<file path="src/pool_map.svh">
// Offsets, field positions, reset values and timing counts of the pool.
// Assumes a 125 MHz pclk and 32-bit APB word addressing.
`ifndef POOL_MAP_SVH
`define POOL_MAP_SVH

`define POOL_CLK_HZ        125000000
`define POOL_NRES          12
// Register byte offsets
`define REG_CTRL           12'h000
`define REG_CODE           12'h004
`define REG_CMD            12'h008
`define REG_RESULT         12'h00C
`define REG_IRQ_STAT       12'h010
`define REG_IRQ_MASK       12'h014
`define REG_STATE_LO       12'h018
`define REG_STATE_HI       12'h01C
`define REG_LINK_SEL       12'h020
`define REG_LINK_STAT      12'h024
// Control option bits
`define CTRL_LOOP_DSR      0
`define CTRL_CARR_DISC     1
`define CTRL_CTS_CARR      2
`define CTRL_SPACE_DISC    3
`define CTRL_SEND_SPACE    4
`define CTRL_PERMIT_MM     5
`define CTRL_RESET         6'h1F
`define CODE_RESET         14'd820
`define CODE_MAX           14'd9999
// Command field positions
`define CMD_OP_LSB         0
`define CMD_RES_LSB        4
`define CMD_ARG_LSB        8
// Interrupt bits
`define IRQ_NORES          0
`define IRQ_CLASH          1
`define IRQ_TIMEOUT        2
`define IRQ_DISC           3
`define IRQ_REJ            4
// Timing, in milliseconds; MS_CYCLES is pclk cycles per millisecond
`define HANDSHAKE_MS       15000
`define SPACE_RX_MS        2000
`define SPACE_TX_MS        4000
`define CTS_DELAY_MS       10
`define MS_CYCLES          (`POOL_CLK_HZ / 1000)

`endif

</file>
<file path="src/pool_pkg.sv">
// Types shared by the modem pool allocator and its bench.
// Assumes nothing of its surroundings.
package pool_pkg;
  typedef enum logic [1:0] {RES_FREE, RES_RESERVED, RES_SEIZED} res_state_t;
  typedef enum logic [3:0] {
    OP_NONE, OP_REQUEST, OP_CONNECT, OP_RELEASE, OP_INTERCEPT, OP_QUEUED
  } op_t;
  typedef enum logic [1:0] {RATE_300, RATE_1200, RATE_OTHER} rate_t;
endpackage

</file>
<file path="src/modem_channel.sv">
// Supervises one seized conversion resource: handshake timeout, carrier,
// clear-to-send and received/sent space handling.
// Assumes modem pins are already synchronised and a 1 ms tick enable.
`include "pool_map.svh"

module modem_channel (
  input  wire logic pclk,
  input  wire logic presetn,
  input  wire logic tick_ms,
  input  wire logic active,
  input  wire logic [5:0] opts,
  input  wire logic loop_test,
  input  wire logic carrier,
  input  wire logic rx_space,
  input  wire logic dtr,
  input  wire logic handshake_ok,
  output logic      dsr,
  output logic      cts,
  output logic      cd,
  output logic      tx_space,
  output logic      timeout,
  output logic      disc
);
  logic [13:0] hs_ms;
  logic [11:0] sp_ms;
  logic [11:0] tx_ms;
  logic [4:0]  cts_ms;
  logic        hs_done;
  logic        carr_seen;
  logic        dtr_seen;

  // ----------------------------------------------------------------
  // Handshake supervision
  // ----------------------------------------------------------------
  always_ff @(posedge pclk or negedge presetn) begin
    if (!presetn) begin
      hs_ms   <= '0;
      hs_done <= 1'b0;
      timeout <= 1'b0;
    end else begin
      timeout <= 1'b0;
      if (!active) begin
        hs_ms   <= '0;
        hs_done <= 1'b0;
      end else if (handshake_ok) begin
        hs_done <= 1'b1;
      end else if (!hs_done && tick_ms) begin
        if (hs_ms == 14'(`HANDSHAKE_MS - 1)) begin
          timeout <= 1'b1;
          hs_done <= 1'b1;
        end
        hs_ms <= hs_ms + 14'd1;
      end
    end
  end

  // ----------------------------------------------------------------
  // Carrier, clear-to-send and data-set-ready
  // ----------------------------------------------------------------
  always_ff @(posedge pclk or negedge presetn) begin
    if (!presetn) begin
      cts_ms    <= '0;
      carr_seen <= 1'b0;
      cd        <= 1'b0;
      cts       <= 1'b0;
      dsr       <= 1'b0;
    end else begin
      dsr <= active && (!loop_test || opts[`CTRL_LOOP_DSR]);
      if (!active) begin
        cts_ms    <= '0;
        carr_seen <= 1'b0;
        cd        <= 1'b0;
        cts       <= 1'b0;
      end else if (opts[`CTRL_CTS_CARR]) begin
        // Neither rises before carrier and the delay have both passed
        if (!carrier) begin
          cd  <= 1'b0;
          cts <= 1'b0;
        end else if (!carr_seen) begin
          if (tick_ms) cts_ms <= cts_ms + 5'd1;
          if (cts_ms == 5'(`CTS_DELAY_MS)) begin
            carr_seen <= 1'b1;
            cd        <= 1'b1;
            cts       <= 1'b1;
          end
        end else begin
          cd  <= 1'b1;
          cts <= 1'b1;
        end
      end else begin
        cd  <= carrier;
        cts <= 1'b1;
      end
    end
  end

  // ----------------------------------------------------------------
  // Space detection, space on disconnect, disconnect request
  // ----------------------------------------------------------------
  always_ff @(posedge pclk or negedge presetn) begin
    if (!presetn) begin
      sp_ms    <= '0;
      tx_ms    <= '0;
      tx_space <= 1'b0;
      dtr_seen <= 1'b0;
      disc     <= 1'b0;
    end else begin
      disc <= 1'b0;
      if (!active) begin
        sp_ms    <= '0;
        tx_ms    <= '0;
        tx_space <= 1'b0;
        dtr_seen <= 1'b0;
      end else begin
        if (dtr) dtr_seen <= 1'b1;
        if (!rx_space) sp_ms <= '0;
        else if (tick_ms) sp_ms <= sp_ms + 12'd1;
        if (opts[`CTRL_SPACE_DISC] && sp_ms == 12'(`SPACE_RX_MS))
          disc <= 1'b1;
        if (opts[`CTRL_CARR_DISC] && cd == 1'b1 && !carrier)
          disc <= 1'b1;
        if (dtr_seen && !dtr && !tx_space) begin
          if (opts[`CTRL_SEND_SPACE]) tx_space <= 1'b1;
          else disc <= 1'b1;
        end
        if (tx_space && tick_ms) begin
          tx_ms <= tx_ms + 12'd1;
          if (tx_ms == 12'(`SPACE_TX_MS - 1)) disc <= 1'b1;
        end
      end
    end
  end
endmodule

</file>
<file path="src/modem_pool_allocator.sv">
// Modem pool allocator: reservation, option check, seizure and release of
// up to twelve pooled conversion resources, with APB registers.
// Assumes call processing issues commands over APB and modem pins are async.
//
// The APB register port and the placing of the registers were decided locally.
`include "pool_map.svh"

module modem_pool_allocator (
  input  wire logic        pclk,
  input  wire logic        presetn,
  input  wire logic        psel,
  input  wire logic        penable,
  input  wire logic        pwrite,
  input  wire logic [11:0] paddr,
  input  wire logic [31:0] pwdata,
  output logic      [31:0] prdata,
  output logic             pready,
  output logic             pslverr,
  output logic             irq,
  input  wire logic [11:0] loop_test_pin,
  input  wire logic [11:0] carrier_pin,
  input  wire logic [11:0] rx_space_pin,
  input  wire logic [11:0] dtr_pin,
  input  wire logic [11:0] handshake_pin,
  output logic      [11:0] dsr,
  output logic      [11:0] cts,
  output logic      [11:0] cd,
  output logic      [11:0] tx_space,
  output logic      [11:0] in_path,
  output logic      [11:0] hangup
);
  localparam int N = `POOL_NRES;

  logic [5:0]  ctrl;
  logic [13:0] code;
  logic [31:0] result;
  logic [4:0]  irq_stat;
  logic [4:0]  irq_mask;
  logic [3:0]  link_sel;
  pool_pkg::res_state_t rstate [N];
  logic [4:0]  ev;
  logic        wr;
  logic        rd;
  logic [16:0] ms_div;
  logic        tick_ms;
  logic [11:0] sync1 [5];
  logic [11:0] sync2 [5];
  logic [11:0] timeout_v;
  logic [11:0] disc_v;
  logic [11:0] act_v;
  logic [3:0]  free_idx;
  logic        free_any;
  logic        addr_ok;

  assign wr      = psel && penable && pwrite;
  assign rd      = psel && !pwrite;
  assign pready  = 1'b1;
  assign pslverr = psel && penable && !addr_ok;
  assign irq     = |(irq_stat & irq_mask);

  always_comb begin
    unique case (paddr)
      `REG_CTRL, `REG_CODE, `REG_CMD, `REG_RESULT, `REG_IRQ_STAT,
      `REG_IRQ_MASK, `REG_STATE_LO, `REG_STATE_HI, `REG_LINK_SEL,
      `REG_LINK_STAT: addr_ok = 1'b1;
      default: addr_ok = 1'b0;
    endcase
  end

  // ----------------------------------------------------------------
  // Millisecond tick and pin synchronisers
  // ----------------------------------------------------------------
  always_ff @(posedge pclk or negedge presetn) begin
    if (!presetn) begin
      ms_div  <= '0;
      tick_ms <= 1'b0;
    end else begin
      tick_ms <= (ms_div == 17'(`MS_CYCLES - 1));
      ms_div  <= (ms_div == 17'(`MS_CYCLES - 1)) ? '0 : ms_div + 17'd1;
    end
  end

  always_ff @(posedge pclk or negedge presetn) begin
    if (!presetn) begin
      for (int k = 0; k < 5; k++) begin
        sync1[k] <= '0;
        sync2[k] <= '0;
      end
    end else begin
      sync1[0] <= loop_test_pin;
      sync1[1] <= carrier_pin;
      sync1[2] <= rx_space_pin;
      sync1[3] <= dtr_pin;
      sync1[4] <= handshake_pin;
      for (int k = 0; k < 5; k++) sync2[k] <= sync1[k];
    end
  end

  // ----------------------------------------------------------------
  // Per-resource supervisors
  // ----------------------------------------------------------------
  genvar g;
  generate
    for (g = 0; g < N; g++) begin : ch
      assign act_v[g] = (rstate[g] == pool_pkg::RES_SEIZED);
      modem_channel u_ch (
        .pclk         (pclk),
        .presetn      (presetn),
        .tick_ms      (tick_ms),
        .active       (act_v[g]),
        .opts         (ctrl),
        .loop_test    (sync2[0][g]),
        .carrier      (sync2[1][g]),
        .rx_space     (sync2[2][g]),
        .dtr          (sync2[3][g]),
        .handshake_ok (sync2[4][g]),
        .dsr          (dsr[g]),
        .cts          (cts[g]),
        .cd           (cd[g]),
        .tx_space     (tx_space[g]),
        .timeout      (timeout_v[g]),
        .disc         (disc_v[g])
      );
    end
  endgenerate

  assign in_path = act_v;

  // Lowest numbered free resource
  always_comb begin
    free_idx = '0;
    free_any = 1'b0;
    for (int k = N - 1; k >= 0; k--) begin
      if (rstate[k] == pool_pkg::RES_FREE) begin
        free_idx = 4'(k);
        free_any = 1'b1;
      end
    end
  end

  // ----------------------------------------------------------------
  // Option and request code registers
  // ----------------------------------------------------------------
  always_ff @(posedge pclk or negedge presetn) begin
    if (!presetn) begin
      ctrl     <= `CTRL_RESET;
      code     <= `CODE_RESET;
      irq_mask <= '0;
      link_sel <= '0;
    end else if (wr) begin
      if (paddr == `REG_CTRL) ctrl <= pwdata[5:0];
      if (paddr == `REG_CODE && pwdata[13:0] != '0
          && pwdata[13:0] <= `CODE_MAX)
        code <= pwdata[13:0];
      if (paddr == `REG_IRQ_MASK) irq_mask <= pwdata[4:0];
      if (paddr == `REG_LINK_SEL && pwdata[3:0] < 4'(N))
        link_sel <= pwdata[3:0];
    end
  end

  // ----------------------------------------------------------------
  // Command decode and resource states
  // CMD: op[3:0], resource[7:4], argument[13:8]
  // Argument for REQUEST: bit8 digital end, bit9 analog end,
  //   bit10 DID/code-request, rate in bits [13:12]
  // ----------------------------------------------------------------
  logic [3:0]         op;
  logic [3:0]         cres;
  logic               need;
  pool_pkg::rate_t    crate;
  logic               rate_ok;
  assign op    = pwdata[`CMD_OP_LSB +: 4];
  assign cres  = pwdata[`CMD_RES_LSB +: 4];
  assign crate = pool_pkg::rate_t'(pwdata[13:12]);
  assign need  = (pwdata[8] && pwdata[9]) || pwdata[10];
  assign rate_ok = (crate == pool_pkg::RATE_300)
                || (crate == pool_pkg::RATE_1200) || ctrl[`CTRL_PERMIT_MM];

  always_ff @(posedge pclk or negedge presetn) begin
    if (!presetn) begin
      for (int k = 0; k < N; k++) rstate[k] <= pool_pkg::RES_FREE;
      result <= '0;
      ev     <= '0;
    end else begin
      ev <= '0;
      for (int k = 0; k < N; k++) begin
        if (rstate[k] == pool_pkg::RES_SEIZED && (timeout_v[k] || disc_v[k]))
          rstate[k] <= pool_pkg::RES_FREE;
      end
      ev[`IRQ_TIMEOUT] <= |timeout_v;
      ev[`IRQ_DISC]    <= |disc_v;
      if (wr && paddr == `REG_CMD) begin
        unique case (pool_pkg::op_t'(op))
          pool_pkg::OP_REQUEST: begin
            if (!need) begin
              result <= {16'h0000, 8'h00, 4'h0, 4'h0};
            end else if (!free_any) begin
              result <= {16'h0000, 8'h02, 4'h0, 4'h0};
              ev[`IRQ_NORES] <= 1'b1;
            end else if (!rate_ok) begin
              // Rate clash: nothing is reserved, resource never leaves free
              result <= {16'h0000, 8'h03, 4'h0, 4'h0};
              ev[`IRQ_CLASH] <= 1'b1;
            end else begin
              rstate[free_idx] <= pool_pkg::RES_RESERVED;
              result <= {16'h0000, 8'h01, 4'h0, free_idx};
            end
          end
          pool_pkg::OP_CONNECT, pool_pkg::OP_QUEUED: begin
            // Queued group calls seize only on digital completion; otherwise the reservation is freed
            if (cres < 4'(N) && rstate[cres] == pool_pkg::RES_RESERVED
                && (pool_pkg::op_t'(op) == pool_pkg::OP_CONNECT
                    || pwdata[8]))
              rstate[cres] <= pool_pkg::RES_SEIZED;
            else if (cres < 4'(N) && rstate[cres] == pool_pkg::RES_RESERVED)
              rstate[cres] <= pool_pkg::RES_FREE;
            else
              ev[`IRQ_REJ] <= 1'b1;
          end
          pool_pkg::OP_RELEASE, pool_pkg::OP_INTERCEPT: begin
            if (cres < 4'(N))
              rstate[cres] <= pool_pkg::RES_FREE;
            else
              ev[`IRQ_REJ] <= 1'b1;
          end
          default: ev[`IRQ_REJ] <= 1'b1;
        endcase
      end
    end
  end

  generate
    for (g = 0; g < N; g++) begin : hu
      assign hangup[g] = timeout_v[g] || disc_v[g];
    end
  endgenerate

  // ----------------------------------------------------------------
  // Interrupt status: set wins over write-one-to-clear
  // ----------------------------------------------------------------
  always_ff @(posedge pclk or negedge presetn) begin
    if (!presetn) begin
      irq_stat <= '0;
    end else begin
      if (wr && paddr == `REG_IRQ_STAT)
        irq_stat <= (irq_stat & ~pwdata[4:0]) | ev;
      else
        irq_stat <= irq_stat | ev;
    end
  end

  // ----------------------------------------------------------------
  // Read data
  // ----------------------------------------------------------------
  always_ff @(posedge pclk or negedge presetn) begin
    if (!presetn) begin
      prdata <= '0;
    end else if (rd && !penable) begin
      prdata <= '0;
      unique case (paddr)
        `REG_CTRL:      prdata <= {26'h0, ctrl};
        `REG_CODE:      prdata <= {18'h0, code};
        `REG_RESULT:    prdata <= result;
        `REG_IRQ_STAT:  prdata <= {27'h0, irq_stat};
        `REG_IRQ_MASK:  prdata <= {27'h0, irq_mask};
        `REG_STATE_LO:  prdata <= {20'h0, rstate[5], rstate[4], rstate[3],
                                   rstate[2], rstate[1], rstate[0]};
        `REG_STATE_HI:  prdata <= {20'h0, rstate[11], rstate[10], rstate[9],
                                   rstate[8], rstate[7], rstate[6]};
        `REG_LINK_SEL:  prdata <= {28'h0, link_sel};
        `REG_LINK_STAT: prdata <= {26'h0, tx_space[link_sel], cd[link_sel],
                                   cts[link_sel], dsr[link_sel],
                                   in_path[link_sel], hangup[link_sel]};
        default:        prdata <= '0;
      endcase
    end
  end
endmodule

</file>
<file path="config.mk">
export PLATFORM = sky130hd
export DESIGN_NAME = modem_pool_allocator
export DESIGN_NICKNAME = d
export VERILOG_FILES = /design/src/pool_pkg.sv /design/src/modem_channel.sv /design/src/modem_pool_allocator.sv
export VERILOG_INCLUDE_DIRS = /design/src /design/src/src
export SDC_FILE = /design/constraint.sdc
export NUM_CORES = 2
export LEC_CHECK = 0
export ABC_AREA = 1
export BUFFER_PORTS_ARGS = -buffer_cell sky130_fd_sc_hd__buf_2
export CAP_MARGIN = 40
export CORE_MARGIN = 4
export CORE_UTILIZATION = 40
export CTS_CLUSTER_SIZE = 8
export DETAILED_ROUTE_END_ITERATION = 16
export GPL_ROUTABILITY_DRIVEN = 0
export SYNTH_ARGS = -nofsm -noshare
export SYNTH_HDL_FRONTEND = slang
export SYNTH_SLANG_ARGS = --single-unit
export TNS_END_PERCENT = 10
</file>
<file path="constraint.sdc">
create_clock -name pclk -period 4.9 [get_ports pclk]
set_input_delay 0.245 -clock pclk [delete_from_list [all_inputs] [get_ports pclk]]
set_output_delay 0.245 -clock pclk [all_outputs]
set_load 0.02 [all_outputs]
</file>
After elaboration in Yosys (flattened, before gate mapping)
Index checks and enable logic that the tools add are counted.

Input bits: 109. Logic and storage cells: 1415. Memory bits (writable): 0. Memories: 0. Output and inout bits: 107. Bits in latches: 0. Bits in registers: 889. Bits in read-only memories: 0.

Bitwise logic cells: 15. Shift-type cells: 0. Equal/unequal tests: 245. Muxes and demuxes: 610. Order comparisons: 8. Div/mod/pow operators: 0. $add $sub $neg: 49. Multiply operators: 0. Reductions and logical operators: 300.

Operators with widths (number): $mux 12 (60); $mux 14 (36); $mux 1 (399); $mux 5 (61); $add 12x1->12 const B (24); $pmux 32 s9 (1); $ne 2x2->1 const B (120); $add 14x1->14 const B (12); $eq 14x14->1 const B (12); $mux 24 (7); $eq 12x11->1 const B (12); $eq 12x12->1 const B (12); $logic_and 1x1->1 (123); $ne 3x3->1 const B (36); $reduce_and 2->1 (53); $pmux 24 s3 (1); $logic_not 1->1 (63); $add 5x1->5 const B (12); $eq 5x4->1 const B (12); $ne 5x5->1 const B (12); $eq 12x5->1 const B (4); $mux 4 (12); $reduce_and 4->1 (12); $mux 2 (19); 38 further kinds (112).

Depth between registers and ports, before layout
Depth in word-level cells: 25. Depth in mapped cells: 16.

Modules after synthesis
A second synthesis with hierarchy kept.

Cell total of the unflattened synthesis: 5748. Area, all modules: 44062.3 µm².

Modules (own cells, without submodules): modem_channel at ch[10].u_ch ... (cells each 380, area each 2824.0 µm², seq. area each 1301.2 µm², instances 10); modem_pool_allocator (cells each 1191, area each 10211.0 µm², seq. area each 5542.8 µm², instances 1); modem_channel at ch[9].u_ch (cells each 379, area each 2825.2 µm², seq. area each 1301.2 µm², instances 1); modem_channel at ch[0].u_ch (cells each 378, area each 2786.4 µm², seq. area each 1301.2 µm², instances 1).

Least setup slack after synthesis
OpenSTA, ideal clock, no wires.

Path kind: reg-to-reg. From: register ctrl[2]. To: register ch[8].u_ch.cts_ms[4]. Path buffers: 1. Path slack: 3.047 ns. Library setup time: 0.123 ns. Stages on the path, launching flop included: 11. Arrival time: 1.730 ns. Data required time: 4.777 ns. Cells stage by stage: dfstp_2 clkbuf_1 nand2_1 nor3_1 nor2_1 inv_1 nand2_1 nor2_1 nand2_1 o21ai_0 a21oi_1.

Longest elaborated chain between the ends: 2.

RTL lines: start: declaration (RTL line modem_pool_allocator.sv:34) `logic [5:0] ctrl;`; start signal: assignment (RTL line modem_pool_allocator.sv:146) `` ctrl <= `CTRL_RESET; ``; start signal: assignment (RTL line modem_pool_allocator.sv:151) `` if (paddr == `REG_CTRL) ctrl <= pwdata[5:0]; ``; $ne 2x2->1 (no source line); $reduce_and 4->1 (no source line); end signal: assignment (RTL line modem_channel.sv:80) `if (tick_ms) cts_ms <= cts_ms + 5'd1;`; end: declaration (RTL line modem_channel.sv:27) `logic [4:0] cts_ms;`.

No other way between the ends. A chain may end at the register's enable or synchronous reset.

Final worst setup path
From: register rstate[22] (netlist bit). To: output in_path[0].

Longest elaborated chain between the ends: 1.

RTL lines: start: declaration (RTL line modem_pool_allocator.sv:40) `pool_pkg::res_state_t rstate [N];`; start signal: indexed assignment (RTL line modem_pool_allocator.sv:188) `rstate[k] <= pool_pkg::RES_FREE;`; start signal: indexed assignment (RTL line modem_pool_allocator.sv:205) `rstate[free_idx] <= pool_pkg::RES_RESERVED;`; start signal: indexed assignment (RTL line modem_pool_allocator.sv:214) `rstate[cres] <= pool_pkg::RES_SEIZED;`; $eq 2x2->1 (RTL line modem_pool_allocator.sv:105) `assign act_v[g] = (rstate[g] == pool_pkg::RES_SEIZED);`; end: declaration (RTL line modem_pool_allocator.sv:29) `output logic [11:0] in_path,`.

No other way between the ends.

==> flow_results.org <==
** Global route
- Summed over all layers, the global routing overflow is 0.
- The number of global-route vias before repair is between 30000 and 40000.
- The first global-routing pass estimated 182000 microns of wire.
- The initial antenna violation count came to 4.
- Largest net degree at the start of global routing :: approximately 140
- In the global route stage, overall resource usage came out at 0.209.

** Critical path
- The worst register-to-register path has a setup slack of 2.13 ns.
- STA puts the critical path data required time at 4.66 ns.
- In this run the critical register-to-register path is captured at ch[6].u_ch.cts_ms[4].
- Along the worst path, the maximum fanout reaches 24.
- RR Startpoint :: tick_ms
- Worst Setup End Kind :: output port
- Category of the worst setup path launch point :: flip-flop
- Critical path data arrival time :: around 2.6 ns
- Number of cells traversed by the worst register-to-register path :: 12
- Startpoint-to-endpoint class of the critical path :: reg -> out

** Timing
- Final count of pins violating max slew :: 0
- The clock period could shrink to roughly 2.8 ns.
- Slew at the pin closest to its max-slew limit :: roughly 0.95 ns
- Clock skew on the completed layout was measured at 0.0731 ns.
- Setup repair after global routing left no endpoint under its margin.
- The final count of hold timing violations was 0.
- Total negative slack for setup checks :: 0 ns
- Based on the critical path, the design can be clocked at up to 356 MHz.
- Setup violations remaining at the end of the flow were counted as 0.
- Final worst path period share :: 0.573
- In this run the tightest slew margin relative to its limit is 0.368.

** Worst hold path
- The tightest min-delay check is of the in -> reg type.
- The path with the worst hold slack has its endpoint at link_sel[3].
- The worst hold path passes through 5 cells.
- Hold Startpoint :: paddr[5]

** Placed design
- Cell count after placement :: 6503
- Final HPWL from detailed placement :: 80900 microns
- Input/output buffers :: 178

** Synthesis
- The cell area that synthesis handed to floorplanning was 41500 sq um.
- The synthesized design contains 845 register bits.
- Mean area per synthesized cell :: 8.17 sq um
- The Yosys step of the flow raised 0 warnings.
- The synthesized netlist contains 66 unique library cells.
- Fraction of synthesized cell area taken by the top area cell type :: 0.503
- Share of synthesized registers carrying an async set or reset :: 1.00
- Synthesis produced a netlist whose cell count is 5081.
- In this run, synthesis inferred 0 flip-flops with an integrated enable.
- Most common flop cell mapped by yosys :: sky130_fd_sc_hd__dfrtp_1
- Cell type with the largest total area after synthesis :: sky130_fd_sc_hd__dfrtp_1
- For this run, the register share of the synthesized area comes to 0.510.
- Sorting the synthesized cells by area gives the leading types as sky130_fd_sc_hd__dfrtp_1, sky130_fd_sc_hd__inv_1, sky130_fd_sc_hd__nand2_1.

** Power
- In this run the power density over the cells is 320 nW/um^2.
- The share of total power dissipated in combinational logic is 0.049.
- For this design the total switching power over the nets is 3.65 mW.
- The share of total power dissipated in the clock network is 0.481.
- Leak pwr :: around 21 nW
- Internal power component :: 11.6 mW
- Worst supply voltage drop on vdd :: 0.000275 V
- Of the total power, the share spent switching nets is 0.240.
- Register share of total power :: 0.470

** Route
- After detailed routing, the number of vias per cell comes to 5.22.
- The routed design has about 110000 microns of wire.
- After detailed routing, the average wire length per cell comes to 17.0 microns.
- For this block, the via count after detailed routing is 35100.
- The count of nets left with antenna violations once routing finished came out at 0.
- Initial DRC Count :: approximately 3100
- First-pass DRT Iterations :: 6
- In the routed design, unresolved DRC markers number 0.

** Floorplanning
- Measured along the x axis, the die boundary spans around 330 microns.
- The core region is 102000 sq um.
- Chip height :: 330 microns
- Area enclosed by the die boundary :: around 110000 sq um
- Effective utilization at floorplan :: 0.406
- In this run the count of I/O pins placed on the die edge is approximately 220.
- After floorplanning, the core was divided into 117 placement rows.

** Flow run
- Max-cap violations in this run came to 0.

** Clock network
- In this run, post-CTS repair resized a total of 0 instances.
- Clk sinks :: between 800 and 900
- The tree is rooted in a sky130_fd_sc_hd__clkbuf_16.
- Clock insertion delay at the later pin of the skew report :: just over 0.7 ns
- TritonCTS built the clock tree.
- The clock tree synthesis step divided the H-tree into 3 levels.
- Clock-pin slew on the worst setup and hold paths :: 0.06 ns
- Number of buffers inserted during clock tree synthesis :: 116
- After clock tree synthesis, the setup repair step added 0 buffers.
- Buffers inserted to repair hold after CTS numbered 75.
- No sink is reached through more buffers than the 3 on the longest clock path.

** Outcome
- Outcome :: finished clean

** Layout
- The area growth from synthesis to layout is 14.5%.
- Of the cells placed in the final design, the portion with a size suffix greater than 1 is 0.0837.
- Counting the fill cells in the layout gives 9926.
- At the end of the flow, the number of nets in the layout was 5510.
- Count of placed standard cells in the final layout, fillers left out :: between 6000 and 7000
## cells in the mapped netlist (10+ instances only)
cell,number
sky130_fd_sc_hd__buf_4,81
sky130_fd_sc_hd__o22ai_1,28
sky130_fd_sc_hd__dfrtp_1,835
sky130_fd_sc_hd__o31ai_1,10
sky130_fd_sc_hd__ha_1,73
sky130_fd_sc_hd__nor3_1,276
sky130_fd_sc_hd__o21a_1,18
sky130_fd_sc_hd__nand2_1,752
sky130_fd_sc_hd__xor2_1,16
sky130_fd_sc_hd__nor4_1,66
sky130_fd_sc_hd__nor2_2,15
sky130_fd_sc_hd__nand3_1,207
sky130_fd_sc_hd__a21oi_1,440
sky130_fd_sc_hd__nand4_1,105
sky130_fd_sc_hd__nor3_2,10
sky130_fd_sc_hd__a31oi_1,33
sky130_fd_sc_hd__dfstp_2,10
sky130_fd_sc_hd__o221ai_1,19
sky130_fd_sc_hd__a211oi_1,36
sky130_fd_sc_hd__nor2_1,564
sky130_fd_sc_hd__and3_1,20
sky130_fd_sc_hd__clkbuf_1,72
sky130_fd_sc_hd__o211ai_1,25
sky130_fd_sc_hd__o21ai_0,403
sky130_fd_sc_hd__nor3b_1,11
sky130_fd_sc_hd__inv_1,811
sky130_fd_sc_hd__inv_2,15
sky130_fd_sc_hd__buf_2,17
## kinds of logic after synthesis
family / after synthesis / share of synthesized area
xor gates and xnor gates: 19 / 0.00401
adders and majority gates: 73 / 0.0220
AOI/OAI and AO/OA: 1064 / 0.142
DFF: 845 / 0.510
other: 2 / 0.000181
buffers and inverters: 1013 / 0.100
and+or+nand+nor: 2065 / 0.222
## worst max-delay path by stage
stage,end,depth (start not counted),from
2_1_floorplan,ch[8].u_ch.cts_ms[4],10,ctrl[2]
3_3_place_gp,rstate[14],10,pwdata[3]
3_5_place_dp,ch[6].u_ch.cts_ms[4],12,tick_ms
4_1_cts,in_path[0],5,rstate[22]
5_1_grt,ch[6].u_ch.cts_ms[4],12,tick_ms
6_report,in_path[0],5,rstate[22]
## flip-flops by register name (all words and copies together) (netlist names), 12 cells and up
name,cells
ch.u_ch.carr_seen,12
ch.u_ch.cd,12
ch.u_ch.cts,12
ch.u_ch.cts_ms,60
ch.u_ch.disc,12
ch.u_ch.dsr,12
ch.u_ch.dtr_seen,12
ch.u_ch.hs_done,12
ch.u_ch.hs_ms,168
ch.u_ch.sp_ms,144
ch.u_ch.timeout,12
ch.u_ch.tx_ms,144
ch.u_ch.tx_space,12
code,14
ms_div,17
prdata,14
rstate,24
sync1,60
sync2,60
## worst max-delay path, cell delays in order (launching register included)
cell and delay, ns:
sky130_fd_sc_hd__dfrtp_1 0.39, sky130_fd_sc_hd__inv_1 0.21, sky130_fd_sc_hd__nand2_1 0.09, sky130_fd_sc_hd__buf_4 0.24, sky130_fd_sc_hd__inv_1 0.59, sky130_fd_sc_hd__buf_2 0.30
## cell usage in the layout (no fill, tap or decap), types with 6 or more instances in the layout
| master | count |
|---|---|
| sky130_fd_sc_hd__xor2_1 | 16 |
| sky130_fd_sc_hd__nor2_4 | 9 |
| sky130_fd_sc_hd__o21ai_2 | 8 |
| sky130_fd_sc_hd__dfrtp_1 | 833 |
| sky130_fd_sc_hd__o21ai_0 | 403 |
| sky130_fd_sc_hd__o22ai_1 | 28 |
| sky130_fd_sc_hd__nor4_1 | 66 |
| sky130_fd_sc_hd__o21a_1 | 18 |
| sky130_fd_sc_hd__o41ai_1 | 6 |
| sky130_fd_sc_hd__o31ai_1 | 10 |
| sky130_fd_sc_hd__inv_1 | 811 |
| sky130_fd_sc_hd__and3_1 | 20 |
| sky130_fd_sc_hd__dfstp_2 | 10 |
| sky130_fd_sc_hd__conb_1 | 19 |
| sky130_fd_sc_hd__nand2_2 | 9 |
| sky130_fd_sc_hd__nor3_2 | 10 |
| sky130_fd_sc_hd__inv_2 | 14 |
| sky130_fd_sc_hd__clkbuf_16 | 117 |
| sky130_fd_sc_hd__buf_12 | 6 |
| sky130_fd_sc_hd__clkbuf_1 | 27 |
| sky130_fd_sc_hd__buf_4 | 34 |
| sky130_fd_sc_hd__a221oi_1 | 7 |
| sky130_fd_sc_hd__nor3b_1 | 11 |
| sky130_fd_sc_hd__nand3_1 | 207 |
| sky130_fd_sc_hd__ha_1 | 73 |
| sky130_fd_sc_hd__nor2_2 | 20 |
| sky130_fd_sc_hd__nor4_2 | 7 |
| sky130_fd_sc_hd__o211ai_1 | 25 |
| sky130_fd_sc_hd__nand2_1 | 752 |
| sky130_fd_sc_hd__a31oi_1 | 33 |
| sky130_fd_sc_hd__a21oi_1 | 440 |
| sky130_fd_sc_hd__nand4_1 | 105 |
| sky130_fd_sc_hd__dlygate4sd3_1 | 75 |
| sky130_fd_sc_hd__buf_2 | 177 |
| sky130_fd_sc_hd__nor3_1 | 276 |
| sky130_fd_sc_hd__a211oi_1 | 36 |
| sky130_fd_sc_hd__o221ai_1 | 19 |
| sky130_fd_sc_hd__o21ai_1 | 7 |
| sky130_fd_sc_hd__nor2_1 | 559 |
## layout make-up
type | count | area (sq um) | share of cell area
Clock inverter | 7 | 151 | 0.00319
Clock buffer | 146 | 3060 | 0.0643
Inverter | 830 | 3120 | 0.0656
Multi-Input combinational cell | 3240 | 16300 | 0.342
Timing Repair Buffer | 295 | 2070 | 0.0435
Sequential cell | 845 | 21200 | 0.445
Tap cell | 1368 | 1710 | 0.0360
Antenna cell | 2 | 5.00 | 0.000105
## metal layers
metal,global-route usage,share of wire
met1,0.298,0.47
met2,0.323,0.43
met3,0.0407,0.068
met4,0.0651,0.032
met5,0,0
## power groups by stage
stage,Sequential [mW],Combinational [mW],Clock [mW]
after detailed placement,7.26,0.713,0
after global routing,7.15,0.842,7.81
after floorplan,7.22,0.378,0
final,7.15,0.751,7.31
after CTS,7.14,0.761,7.53
after global placement,7.26,0.706,0
## stage by stage
stage / worst slack (ns) / hold WS, ns / instance area, sq um / util / power, mW
floorplan: 3.05 / -0.0506 / 41600 / - / 7.60
global placement: 1.97 / 0.313 / 43500 / 0.425 / 7.97
detailed placement: 2.10 / 0.326 / 43600 / 0.426 / 7.97
CTS: 2.04 / 0.00581 / 47500 / 0.464 / 15.4
global route: 1.89 / 0.0766 / 47500 / 0.465 / 15.8
finish: 2.09 / 0.0733 / 47500 / 0.465 / 15.2
No activity file was read; power rests on OpenSTA's default activity.
